### config.mk
export PLATFORM = sky130hd
export DESIGN_NAME = rsd_top
export DESIGN_NICKNAME = d
export VERILOG_FILES = /design/src/logic/rsd_pkg.sv /design/src/logic/rsd_top.sv
export SDC_FILE = /design/constraint.sdc
export NUM_CORES = 1
export LEC_CHECK = 0
export BUFFER_PORTS_ARGS = -buffer_cell sky130_fd_sc_hd__buf_2
export CORE_MARGIN = 2
export CORE_UTILIZATION = 55
export CTS_CLUSTER_DIAMETER = 30
export DETAILED_ROUTE_END_ITERATION = 10
export PLACE_DENSITY = 0.76
export SYNTH_ARGS = -nofsm -noshare
export SYNTH_HDL_FRONTEND = slang
export SYNTH_SLANG_ARGS = --single-unit
### constraint.sdc
create_clock -name clk_i -period 3.2 [get_ports clk_i]
set_input_delay 0.64 -clock clk_i [delete_from_list [all_inputs] [get_ports clk_i]]
set_output_delay 0.64 -clock clk_i [all_outputs]
set_load 0.01 [all_outputs]
### src/logic/rsd_pkg.sv
/*
  Package for the dual-channel synthesiser divider and lock block.
  Holds register offsets, field positions, reset values and shared types.
  Assumes a host-side serial bus bridge presents parallel 16-bit writes and 8-bit reads.
*/
package rsd_pkg;
  localparam int          N_W            = 20;
  localparam int          R_W            = 13;
  localparam logic [7:0]  ADDR_DATA      = 8'hB2;
  localparam logic [7:0]  ADDR_CTRL      = 8'hB3;
  localparam logic [7:0]  ADDR_STATUS    = 8'hB4;
  // Control fields, channel 1 in the low byte, channel 2 in the high byte; the reference select in bit 5 is shared by both
  localparam int          CTL_EN_POS     = 0;
  localparam int          CTL_PS_POS     = 1;
  localparam int          CTL_SET_POS    = 2;
  localparam int          CTL_GAIN1_POS  = 3;
  localparam int          CTL_GAIN2_POS  = 11;
  localparam int          CTL_TOL_POS    = 4;
  localparam int          CTL_REFSEL_POS = 5;
  localparam int          CTL_CH_STRIDE  = 8;
  localparam logic [15:0] CTL_RESET      = 16'h0000;
  // Data word: bits 15:14 pick channel/set, 13:12 the slice
  localparam int          DAT_CH_POS     = 15;
  localparam int          DAT_SET_POS    = 14;
  localparam int          DAT_SLICE_POS  = 12;
  localparam logic [3:0]  TOL_ONE        = 4'h1;
  localparam logic [3:0]  TOL_FOUR       = 4'h4;
  localparam logic [N_W-1:0] N_RESET     = 20'h00001;
  localparam logic [R_W-1:0] R_RESET     = 13'h0001;

  typedef struct packed {
    logic [N_W-1:0] n;
    logic [R_W-1:0] r;
  } rsd_div_set_t;

  typedef struct packed {
    logic up;
    logic down;
    logic high_gain;
  } rsd_pump_t;
endpackage

### src/logic/rsd_top.sv
/*
  Two-channel integer-N divider, phase-frequency comparator and lock detector.
  Assumes registered 16-bit writes and 8-bit reads arrive from a bus bridge on clk_i,
  and that the reference and feedback pins come from outside and need synchronising.
*/
`timescale 1ns/10ps
module rsd_top
  import rsd_pkg::*;
(
  input  wire logic        clk_i,
  input  wire logic        sys_rst_i,
  input  wire logic        wr_i,
  input  wire logic [7:0]  addr_i,
  input  wire logic [15:0] wdata_i,
  output logic      [7:0]  rdata_o,
  input  wire logic        xtal_ref_i,
  input  wire logic        external_synth_ref_clock_i,
  input  wire logic [1:0]  vco_i,
  input  wire logic [7:0]  irq_mask_i,
  output logic             irq_o,
  output rsd_pkg::rsd_pump_t [1:0] pump_o
);
  import rsd_pkg::*;

  logic [15:0]        ctrl_q, ctrl_d;
  rsd_div_set_t [3:0] set_q, set_d;
  logic [1:0]         ref_s1_q, ref_s2_q, ref_s3_q;
  logic [1:0]         vco_s1_q, vco_s2_q, vco_s3_q;
  logic [1:0]         oo_lock_q, oo_lock_d;
  logic [1:0]         lock;

  function automatic logic ch_on(input logic [15:0] c, input int ch);
    ch_on = c[CTL_EN_POS + ch*CTL_CH_STRIDE] && !c[CTL_PS_POS + ch*CTL_CH_STRIDE];
  endfunction

  // Control and divider set registers
  always_comb
  begin
    ctrl_d = ctrl_q;
    set_d  = set_q;
    if (wr_i && addr_i == ADDR_CTRL)
      ctrl_d = wdata_i;
    if (wr_i && addr_i == ADDR_DATA)
    begin
      unique case (wdata_i[DAT_SLICE_POS +: 2])
        2'd0: set_d[wdata_i[DAT_SET_POS +: 2]].n[11:0]  = wdata_i[11:0];
        2'd1: set_d[wdata_i[DAT_SET_POS +: 2]].n[19:12] = wdata_i[7:0];
        2'd2: set_d[wdata_i[DAT_SET_POS +: 2]].r[11:0]  = wdata_i[11:0];
        2'd3: set_d[wdata_i[DAT_SET_POS +: 2]].r[12]    = wdata_i[0];
      endcase
    end
  end

  always_ff @(posedge clk_i)
  begin
    if (sys_rst_i)
    begin
      ctrl_q <= CTL_RESET;
      for (int i = 0; i < 4; i++)
        set_q[i] <= '{n: N_RESET, r: R_RESET};
    end
    else
    begin
      ctrl_q <= ctrl_d;
      set_q  <= set_d;
    end
  end

  // Pin synchronisers; stage 3 only feeds edge detection
  always_ff @(posedge clk_i)
  begin
    if (sys_rst_i)
    begin
      ref_s1_q <= 2'h0;
      ref_s2_q <= 2'h0;
      ref_s3_q <= 2'h0;
      vco_s1_q <= 2'h0;
      vco_s2_q <= 2'h0;
      vco_s3_q <= 2'h0;
    end
    else
    begin
      ref_s1_q <= {external_synth_ref_clock_i, xtal_ref_i};
      ref_s2_q <= ref_s1_q;
      ref_s3_q <= ref_s2_q;
      vco_s1_q <= vco_i;
      vco_s2_q <= vco_s1_q;
      vco_s3_q <= vco_s2_q;
    end
  end

  logic ref_edge;
  assign ref_edge = ctrl_q[CTL_REFSEL_POS] ? (ref_s2_q[1] & ~ref_s3_q[1])
                                           : (ref_s2_q[0] & ~ref_s3_q[0]);

  for (genvar c = 0; c < 2; c++)
  begin : g_ch
    logic [R_W-1:0] rcnt_q, rcnt_d;
    logic [N_W-1:0] ncnt_q, ncnt_d;
    logic           up_q, up_d, dn_q, dn_d;
    logic [3:0]     err_q, err_d;
    logic [2:0]     hist_q, hist_d;
    rsd_div_set_t   act;
    logic           on, vedge, rpulse, npulse;

    assign act    = set_q[{c == 1, ctrl_q[CTL_SET_POS + c*CTL_CH_STRIDE]}];
    assign on     = ch_on(ctrl_q, c);
    assign vedge  = vco_s2_q[c] & ~vco_s3_q[c];
    assign rpulse = ref_edge && rcnt_q == R_W'(1);
    assign npulse = vedge && ncnt_q == N_W'(1);

    always_comb
    begin
      rcnt_d = rcnt_q;
      ncnt_d = ncnt_q;
      up_d   = up_q;
      dn_d   = dn_q;
      err_d  = err_q;
      hist_d = hist_q;
      if (ref_edge)
        rcnt_d = rpulse ? act.r : rcnt_q - R_W'(1);
      if (vedge)
        ncnt_d = npulse ? act.n : ncnt_q - N_W'(1);
      // Phase-frequency comparator arms on each divided edge
      if (rpulse)
        up_d = 1'b1;
      if (npulse)
        dn_d = 1'b1;
      // error width in undivided reference cycles
      if ((up_q ^ dn_q) && ref_edge && err_q != 4'hF)
        err_d = err_q + 4'h1;
      // Both sides fired: reset and measure; aligned edges count as zero error
      if (up_d && dn_d)
      begin
        up_d   = 1'b0;
        dn_d   = 1'b0;
        hist_d = {hist_q[1:0], err_d <=
                  (ctrl_q[CTL_TOL_POS + c*CTL_CH_STRIDE] ? TOL_FOUR : TOL_ONE)};
        err_d  = 4'h0;
      end
      if (!on)
      begin
        rcnt_d = act.r;
        ncnt_d = act.n;
        up_d   = 1'b0;
        dn_d   = 1'b0;
        err_d  = 4'h0;
        hist_d = 3'h0;
      end
    end

    always_ff @(posedge clk_i)
    begin
      if (sys_rst_i)
      begin
        rcnt_q <= R_RESET;
        ncnt_q <= N_RESET;
        up_q   <= 1'b0;
        dn_q   <= 1'b0;
        err_q  <= 4'h0;
        hist_q <= 3'h0;
      end
      else
      begin
        rcnt_q <= rcnt_d;
        ncnt_q <= ncnt_d;
        up_q   <= up_d;
        dn_q   <= dn_d;
        err_q  <= err_d;
        hist_q <= hist_d;
      end
    end

    assign lock[c] = (hist_q[0] & hist_q[1]) | (hist_q[1] & hist_q[2]) | (hist_q[0] & hist_q[2]);
    assign pump_o[c] = '{up: up_q, down: dn_q,
                         high_gain: ctrl_q[c ? CTL_GAIN2_POS : CTL_GAIN1_POS]};
  end

  logic [1:0] lock_q;
  logic [7:0] rdata_d;
  logic       irq_d;

  // sticky loss-of-lock, set wins over clear on status read
  always_comb
  begin
    oo_lock_d = oo_lock_q;
    if (!wr_i && addr_i == ADDR_STATUS)
      oo_lock_d = 2'b00;
    oo_lock_d = oo_lock_d | (lock_q & ~lock);
    rdata_d   = {4'h0, oo_lock_q, lock};
    irq_d     = |(rdata_d & irq_mask_i);
  end

  always_ff @(posedge clk_i)
  begin
    if (sys_rst_i)
    begin
      oo_lock_q <= 2'b00;
      lock_q    <= 2'b00;
      rdata_o   <= 8'h00;
      irq_o     <= 1'b0;
    end
    else
    begin
      oo_lock_q <= oo_lock_d;
      lock_q    <= lock;
      rdata_o   <= rdata_d;
      irq_o     <= irq_d;
    end
  end
endmodule // rsd_top

==> results of run 1 <==
-- report_power, final --
part | leakage [nW] | internal [W] | switching (W) | total, W
Clock | 0.803 | 0.00342 | 0.00170 | 0.00511
Combinational | 3.44 | 0.0000432 | 0.000134 | 0.000177
Sequential | 1.98 | 0.00308 | 0.00000324 | 0.00308
-- through the flow --
step                utilization  area (um2)  power, W  cells
detailed placement       0.5816       12270  0.003314   1548
global placement         0.5816       12270  0.003313   1548
global route             0.6615       13950  0.008585   1639
floorplan                     -       11850  0.003246   1294
finish                   0.6615       13950  0.008370   1639
CTS                      0.6614       13950  0.008429   1638
-- routing by layer --
metal | wire (um) | share of wire | track usage
met5 | 0 | 0 | 0
met4 | 1118 | 0.038 | 0.1131
met3 | 1534 | 0.052 | 0.04667
met2 | 14370 | 0.48 | 0.4441
met1 | 12650 | 0.43 | 0.3277
-- layout make-up --
class	instances	area, um2	area share
timing repair buffer	81	526.8	0.03776
multi-input combinational	922	6380	0.4574
clock buffer	60	1350	0.09678
inverter	24	90.09	0.006458
antenna	1	2.502	0.0001794
tap	275	344.1	0.02467
clock inverter	30	331.6	0.02377
sequential	246	4925	0.3530
-- logic make-up (layout without fill, tap and decap cells) --
group,count (synthesis),in the layout
and+or+nand+nor,470,470
DFF,246,246
muxes,239,239
AOI/OAI and AO/OA,185,185
buffers and inverters,126,195
adders and majority gates,16,16
xor gates and xnor gates,8,8
other,1,5
-- critical path: stages, from the launching register on --
cell and delay, ns:
dfxtp_1 0.35, or4_4 0.59, or4_4 0.61, o21a_1 0.50, mux2i_1 0.23, a2111oi_2 0.39
-- synthesized netlist by cell type (26+ instances only) --
cell type / count / area share
o21ai_0: 26 / 0.011
mux2_2: 43 / 0.041
nor2b_1: 34 / 0.018
nor2_1: 196 / 0.062
nor3_1: 33 / 0.014
a21oi_1: 31 / 0.013
clkbuf_1: 70 / 0.022
dfxtp_1: 246 / 0.42
nand2_1: 72 / 0.023
mux2i_1: 194 / 0.16
nand3_1: 36 / 0.015
-- how the worst max path moves through the flow --
| stage | depth (start not counted) | slack, ns | start | to |
|---|---|---|---|---|
| after floorplan | 7 | 0.55 | addr_i[6] | flop |
| after global placement | 5 | 0.53 | g_ch[1].ncnt_q[8]$_SDFFE_PP0P_ | g_ch[1].ncnt_q[5]$_SDFFE_PP0P_ |
| after detailed placement | 9 | 0.46 | ctrl_q[5]$_SDFFE_PP0P_ | g_ch[1].hist_q[0]$_SDFFE_PP0P_ |
| after CTS | 9 | 0.43 | ctrl_q[5]$_SDFFE_PP0P_ | g_ch[1].hist_q[0]$_SDFFE_PP0P_ |
| after global routing | 9 | 0.23 | ctrl_q[5]$_SDFFE_PP0P_ | g_ch[1].hist_q[0]$_SDFFE_PP0P_ |
| final | 5 | 0.42 | g_ch[1].ncnt_q[8]$_SDFFE_PP0P_ | g_ch[1].ncnt_q[5]$_SDFFE_PP0P_ |
==> results.md, run 1 <==
- Commonest non-fill, non-tap cell in the layout: dfxtp_1
- Post-synthesis simple-gate area fraction: 0.1924
- Total number of vias: between 9000 and 10000
- Rows: 53
- Clock slew at reported path FFs: 0.05 ns
- Drt total wl: 29.67 mm
- H-tree level count: 2
- Core area: 21090 um2
- Peak supply drop: 0.4659 mV
- CTS Hold Buffers Added: 0
- Worst Setup End Kind: flop
- Initial Utilization: 0.5616
- # DRC: 0
- Layout cells sized above 1: 0.1673
- RSZ-0062 raised after global routing: false
- Reg-to-reg setup timing slack: between 0.4 and 0.5 ns
- Syn. warnings: 0
- Critical Path Fanout Max: 18
- Largest family of logic cells by synthesized area: multiplexers
- Synth Area in Adders: 0.01648
- Async S/R FF share, synth: 0
- Insertion delay of the later-clocked pin in the worst-skew pair: 0.53 ns
- Fin. Hold Viols: 0
- Arr. time, crit path: 3.20 ns
- Largest net degree at the start of global routing: between 90 and 100
- # port buffers: 45
- Hold endpoint: ref_s1_q[1]$_SDFF_PP0_
- Area Overhead vs Synth: 17.79%
- Final max-slew violation count: 0
- Final Cycle Share: 0.8701
- Outcome: completed
- Resize count post-CTS: 0
- Ports: 54
- Die ar.: 22720 um2
- Post-DP HPWL: around 19 mm
- Type of origin of the critical path: flop
- GPL Wtd Cong: 0.8749
- Die height: around 150 um
- Fmax: between 300 and 400 MHz
- Hold path depth: 2
- Post-Syn Area per Cell: 9.173 um2
- Clk buf depth: 3
- Compound-Gate Fraction of Synth Area: 0.1148
- Clock skew: 0.01601 ns
- Routed len/inst: 18.10 um
- CTS buffer count: 50
- Xor/xnor cell area share of the yosys netlist: 0.005917
- CTS root buf: clkbuf_16
- Tmin final: roughly 2.8 ns
- Mux cell area share after synthesis: 0.2068
- Die width: 150.7 um
- Hold Startpoint: external_synth_ref_clock_i
- Top FF cell, synth: dfxtp_1
- Vias in the first global route: 9362
- Mapped Area: 11840 um2
- Cell count after synthesis: 1291
- Congestion Overflow GR: 0
- Power Dens Cells: 600.0 nW/um2
- Post-CTS Setup Inserts: 0
- Leakage: slightly above 6 nW
- CTS tree: yes
- Worst Path Required: 3.62 ns
- 1st-pass router iterations: 5
- Antenna Violating Nets Remaining: 0
- Hold WC Path Type: input pin to flop
- Worst reg2reg path endpoint: g_ch[1].ncnt_q[5]$_SDFFE_PP0P_
- Slew headroom: 0.2888
- Setup TNS: 0 ns
- Most frequent cells in the layout: 246 x dfxtp_1, 196 x nor2_1, 194 x mux2i_1
- Synth cell types: 76
- Nets: 1378
- Worst Tran Pin Value: approximately 1.1 ns
- WS Path Type: flop to flop
- DRT iter0 DRCs: ~570
- Finish-stage setup viols: 0
- Initial antenna violation count: 1
- Post-place setup slack: 0.4594 ns
- Hold_ws: 0.3220 ns
- RR Startpoint: g_ch[1].ncnt_q[8]$_SDFFE_PP0P_
- Max Cap Viol: 0
- Total GRT Usage: 0.2622
- Vias per cell: approximately 6
- EDFF count, synth: 0
- Register area share after synthesis: 0.4158
- Sink Count: 246
- Reg2reg path depth: 5
- Fill count: 1670
- Global-route wire length before repair: 47.73 mm
- Final WS setup: 0.4155 ns
- Seq cells post-synth: 246
Note: power is estimated with default switching activity, not from simulation.
==> run 2, diff against run 1 <==
--- a/config.mk
+++ b/config.mk
@@ -10,6 +10,7 @@
 export CORE_UTILIZATION = 55
 export CTS_CLUSTER_DIAMETER = 30
 export DETAILED_ROUTE_END_ITERATION = 10
+export GPL_TIMING_DRIVEN = 0
 export PLACE_DENSITY = 0.76
 export SYNTH_ARGS = -nofsm -noshare
 export SYNTH_HDL_FRONTEND = slang
==> results.md, run 2 (synthesis results as in run 1) <==
- Routed len/inst: 20.49 um (was 18.10 um)
- Clock slew at reported path FFs: 0.05 ns (about the same)
- Resize count post-CTS: 0 (unchanged)
- Rows: 53 (unchanged)
- Clk buf depth: 3 (unchanged)
- Leakage: 6.307 nW (was 6.222 nW)
- # port buffers: 38 (was 45)
- Die height: 150.7 um (unchanged)
- Most frequent cells in the layout: 246 x dfxtp_1, 196 x nor2_1, 194 x mux2i_1 (unchanged)
- Insertion delay of the later-clocked pin in the worst-skew pair: 0.56 ns (was 0.53 ns)
- Fin. Hold Viols: 0 (unchanged)
- Clock skew: 0.02258 ns (was 0.01601 ns)
- GPL Wtd Cong: 0.9529 (was 0.8749)
- Area of the multi-input gates: 6374 um2 (was 6380 um2)
- Total GRT Usage: 0.3049 (was 0.2622)
- Final max-slew violation count: 0 (unchanged)
- Hold path depth: 2 (unchanged)
- WS Path Type: flop to flop (unchanged)
- Ports: 54 (unchanged)
- # DRC: 0 (unchanged)
- Slew headroom: 0.1485 (was 0.2888)
- Finish-stage setup viols: 0 (unchanged)
- CTS tree: yes (unchanged)
- CTS buffer count: 50 (unchanged)
- Die width: 150.7 um (unchanged)
- Power Dens Cells: 626.7 nW/um2 (was 600.0 nW/um2)
- Initial antenna violation count: 2 (was 1)
- Commonest non-fill, non-tap cell in the layout: dfxtp_1 (unchanged)
- GR Util met2: 0.4848 (was 0.4441)
- CTS root buf: clkbuf_16 (unchanged)
- Area Overhead vs Synth: 20.20% (was 17.79%)
- Arr. time, crit path: 3.24 ns (was 3.20 ns)
- DRT iter0 DRCs: 866 (was 574)
- Reg-to-reg setup timing slack: 0.35 ns (was 0.42 ns)
- M3 GR Usage: 0.05636 (was 0.04667)
- Hold endpoint: vco_s1_q[1]$_SDFF_PP0_ (was ref_s1_q[1]$_SDFF_PP0_)
- Critical Path Source: g_ch[0].ncnt_q[8]$_SDFFE_PP0P_ (was g_ch[1].ncnt_q[8]$_SDFFE_PP0P_)
- Worst reg2reg path endpoint: g_ch[0].ncnt_q[17]$_SDFFE_PP0P_ (was g_ch[1].ncnt_q[5]$_SDFFE_PP0P_)
- Post-DP HPWL: 23.02 mm (was 18.89 mm)
- Global-route wire length before repair: 53.66 mm (was 47.73 mm)
- Die ar.: 22720 um2 (unchanged)
- Total number of vias: 10424 (was 9729)
- Worst Path Required: 3.59 ns (was 3.62 ns)
- Setup TNS: 0 ns (unchanged)
- Reg2reg path depth: 7 (was 5)
- Antenna Violating Nets Remaining: 0 (unchanged)
- Sink Count: 246 (unchanged)
- Worst Setup End Kind: flop (unchanged)
- Drt total wl: 34.86 mm (was 29.67 mm)
- Final Cycle Share: 0.8909 (was 0.8701)
- CTS Hold Buffers Added: 0 (unchanged)
- Fmax: 350.8 MHz (was 359.1 MHz)
- Tmin final: 2.851 ns (was 2.784 ns)
- H-tree level count: 2 (unchanged)
- Hold_ws: 0.3040 ns (was 0.3220 ns)
- Largest net degree at the start of global routing: 13 (was 99)
- Congestion Overflow GR: 0 (unchanged)
- Max Cap Viol: 0 (unchanged)
- Outcome: completed (unchanged)
- Final std cells w/o fill: 1701 (was 1639)
- Core area: 21090 um2 (unchanged)
- RR Startpoint: g_ch[0].ncnt_q[8]$_SDFFE_PP0P_ (was g_ch[1].ncnt_q[8]$_SDFFE_PP0P_)
- Grt peak-use layer: met2 (unchanged)
- Peak supply drop: 0.6086 mV (was 0.4659 mV)
- Storage cell area: 4925 um2 (unchanged)
- 1st-pass router iterations: 5 (unchanged)
- Vias in the first global route: 9804 (was 9362)
- Nets: 1437 (was 1378)
- RSZ-0062 raised after global routing: false (unchanged)
- Type of origin of the critical path: flop (unchanged)
- Met1 Use GR: 0.3860 (was 0.3277)
- Placed cells: 1607 (was 1548)
- Fill count: 1622 (was 1670)
- Critical Path Fanout Max: 10 (was 18)
- Hold Startpoint: vco_i[1] (was external_synth_ref_clock_i)
- Post-CTS Setup Inserts: 0 (unchanged)
- Layout cells sized above 1: 0.1475 (was 0.1673)
- Worst Tran Pin Value: 1.268 ns (was 1.067 ns)
- Vias per cell: 6.128 (was 5.936)
- Initial Utilization: 0.5616 (unchanged)
- Hold WC Path Type: input pin to flop (unchanged)
[run 2: how the worst max path moves through the flow]
stage,to,slack [ns]
final,g_ch[0].ncnt_q[17]$_SDFFE_PP0P_,0.35
after CTS,flop,0.20
after global routing,g_ch[0].ncnt_q[12]$_SDFFE_PP0P_,0.12
after global placement,flop,-0.20
after floorplan,flop,0.55
after detailed placement,flop,-0.30
[run 2: cell type report]
class	instances	area share
antenna	2	0.0003516
buffer	102	0.03314
clock buffer	57	0.09405
clock inverter	35	0.03489
inverter	24	0.006329
multi-input combinational	922	0.4477
sequential	246	0.3460
tap	275	0.02417
timing repair buffer	38	0.01336
[run 2: metrics by stage]
step / utilization / area (um2) / setup WS [ns] / power, W
finish: 0.6750 / 14230 / 0.3490 / 0.008922
global route: 0.6750 / 14230 / 0.1169 / 0.009101
CTS: 0.6745 / 14220 / 0.1975 / 0.008934
detailed placement: 0.5875 / 12390 / -0.2985 / 0.003347
global placement: 0.5875 / 12390 / -0.1990 / 0.003346
floorplan: - / 11850 / 0.5509 / 0.003246
[run 2: metal layers]
metal / routed length [um] / up-vias
li1: - / 4853
met1: 14660 / 4992
met2: 15930 / 451
met3: 2367 / 128
met4: 1895 / 0
met5: 0 / -
[run 2: where the power goes]
part	leakage, nW	internal (W)	switching [W]	total (W)
logic	3.43	0.0000477	0.000167	0.000215
clock network	0.892	0.00384	0.00179	0.00563
registers	1.98	0.00308	0.00000314	0.00308
[run 2: critical path: stages, from the launching register on]
cell	delay, ns
dfxtp_1	0.30
clkbuf_1	0.21
nor4_2	0.63
and3_1	0.34
a21oi_1	0.26
clkbuf_1	0.35
a211oi_1	0.46
o32ai_1	0.13
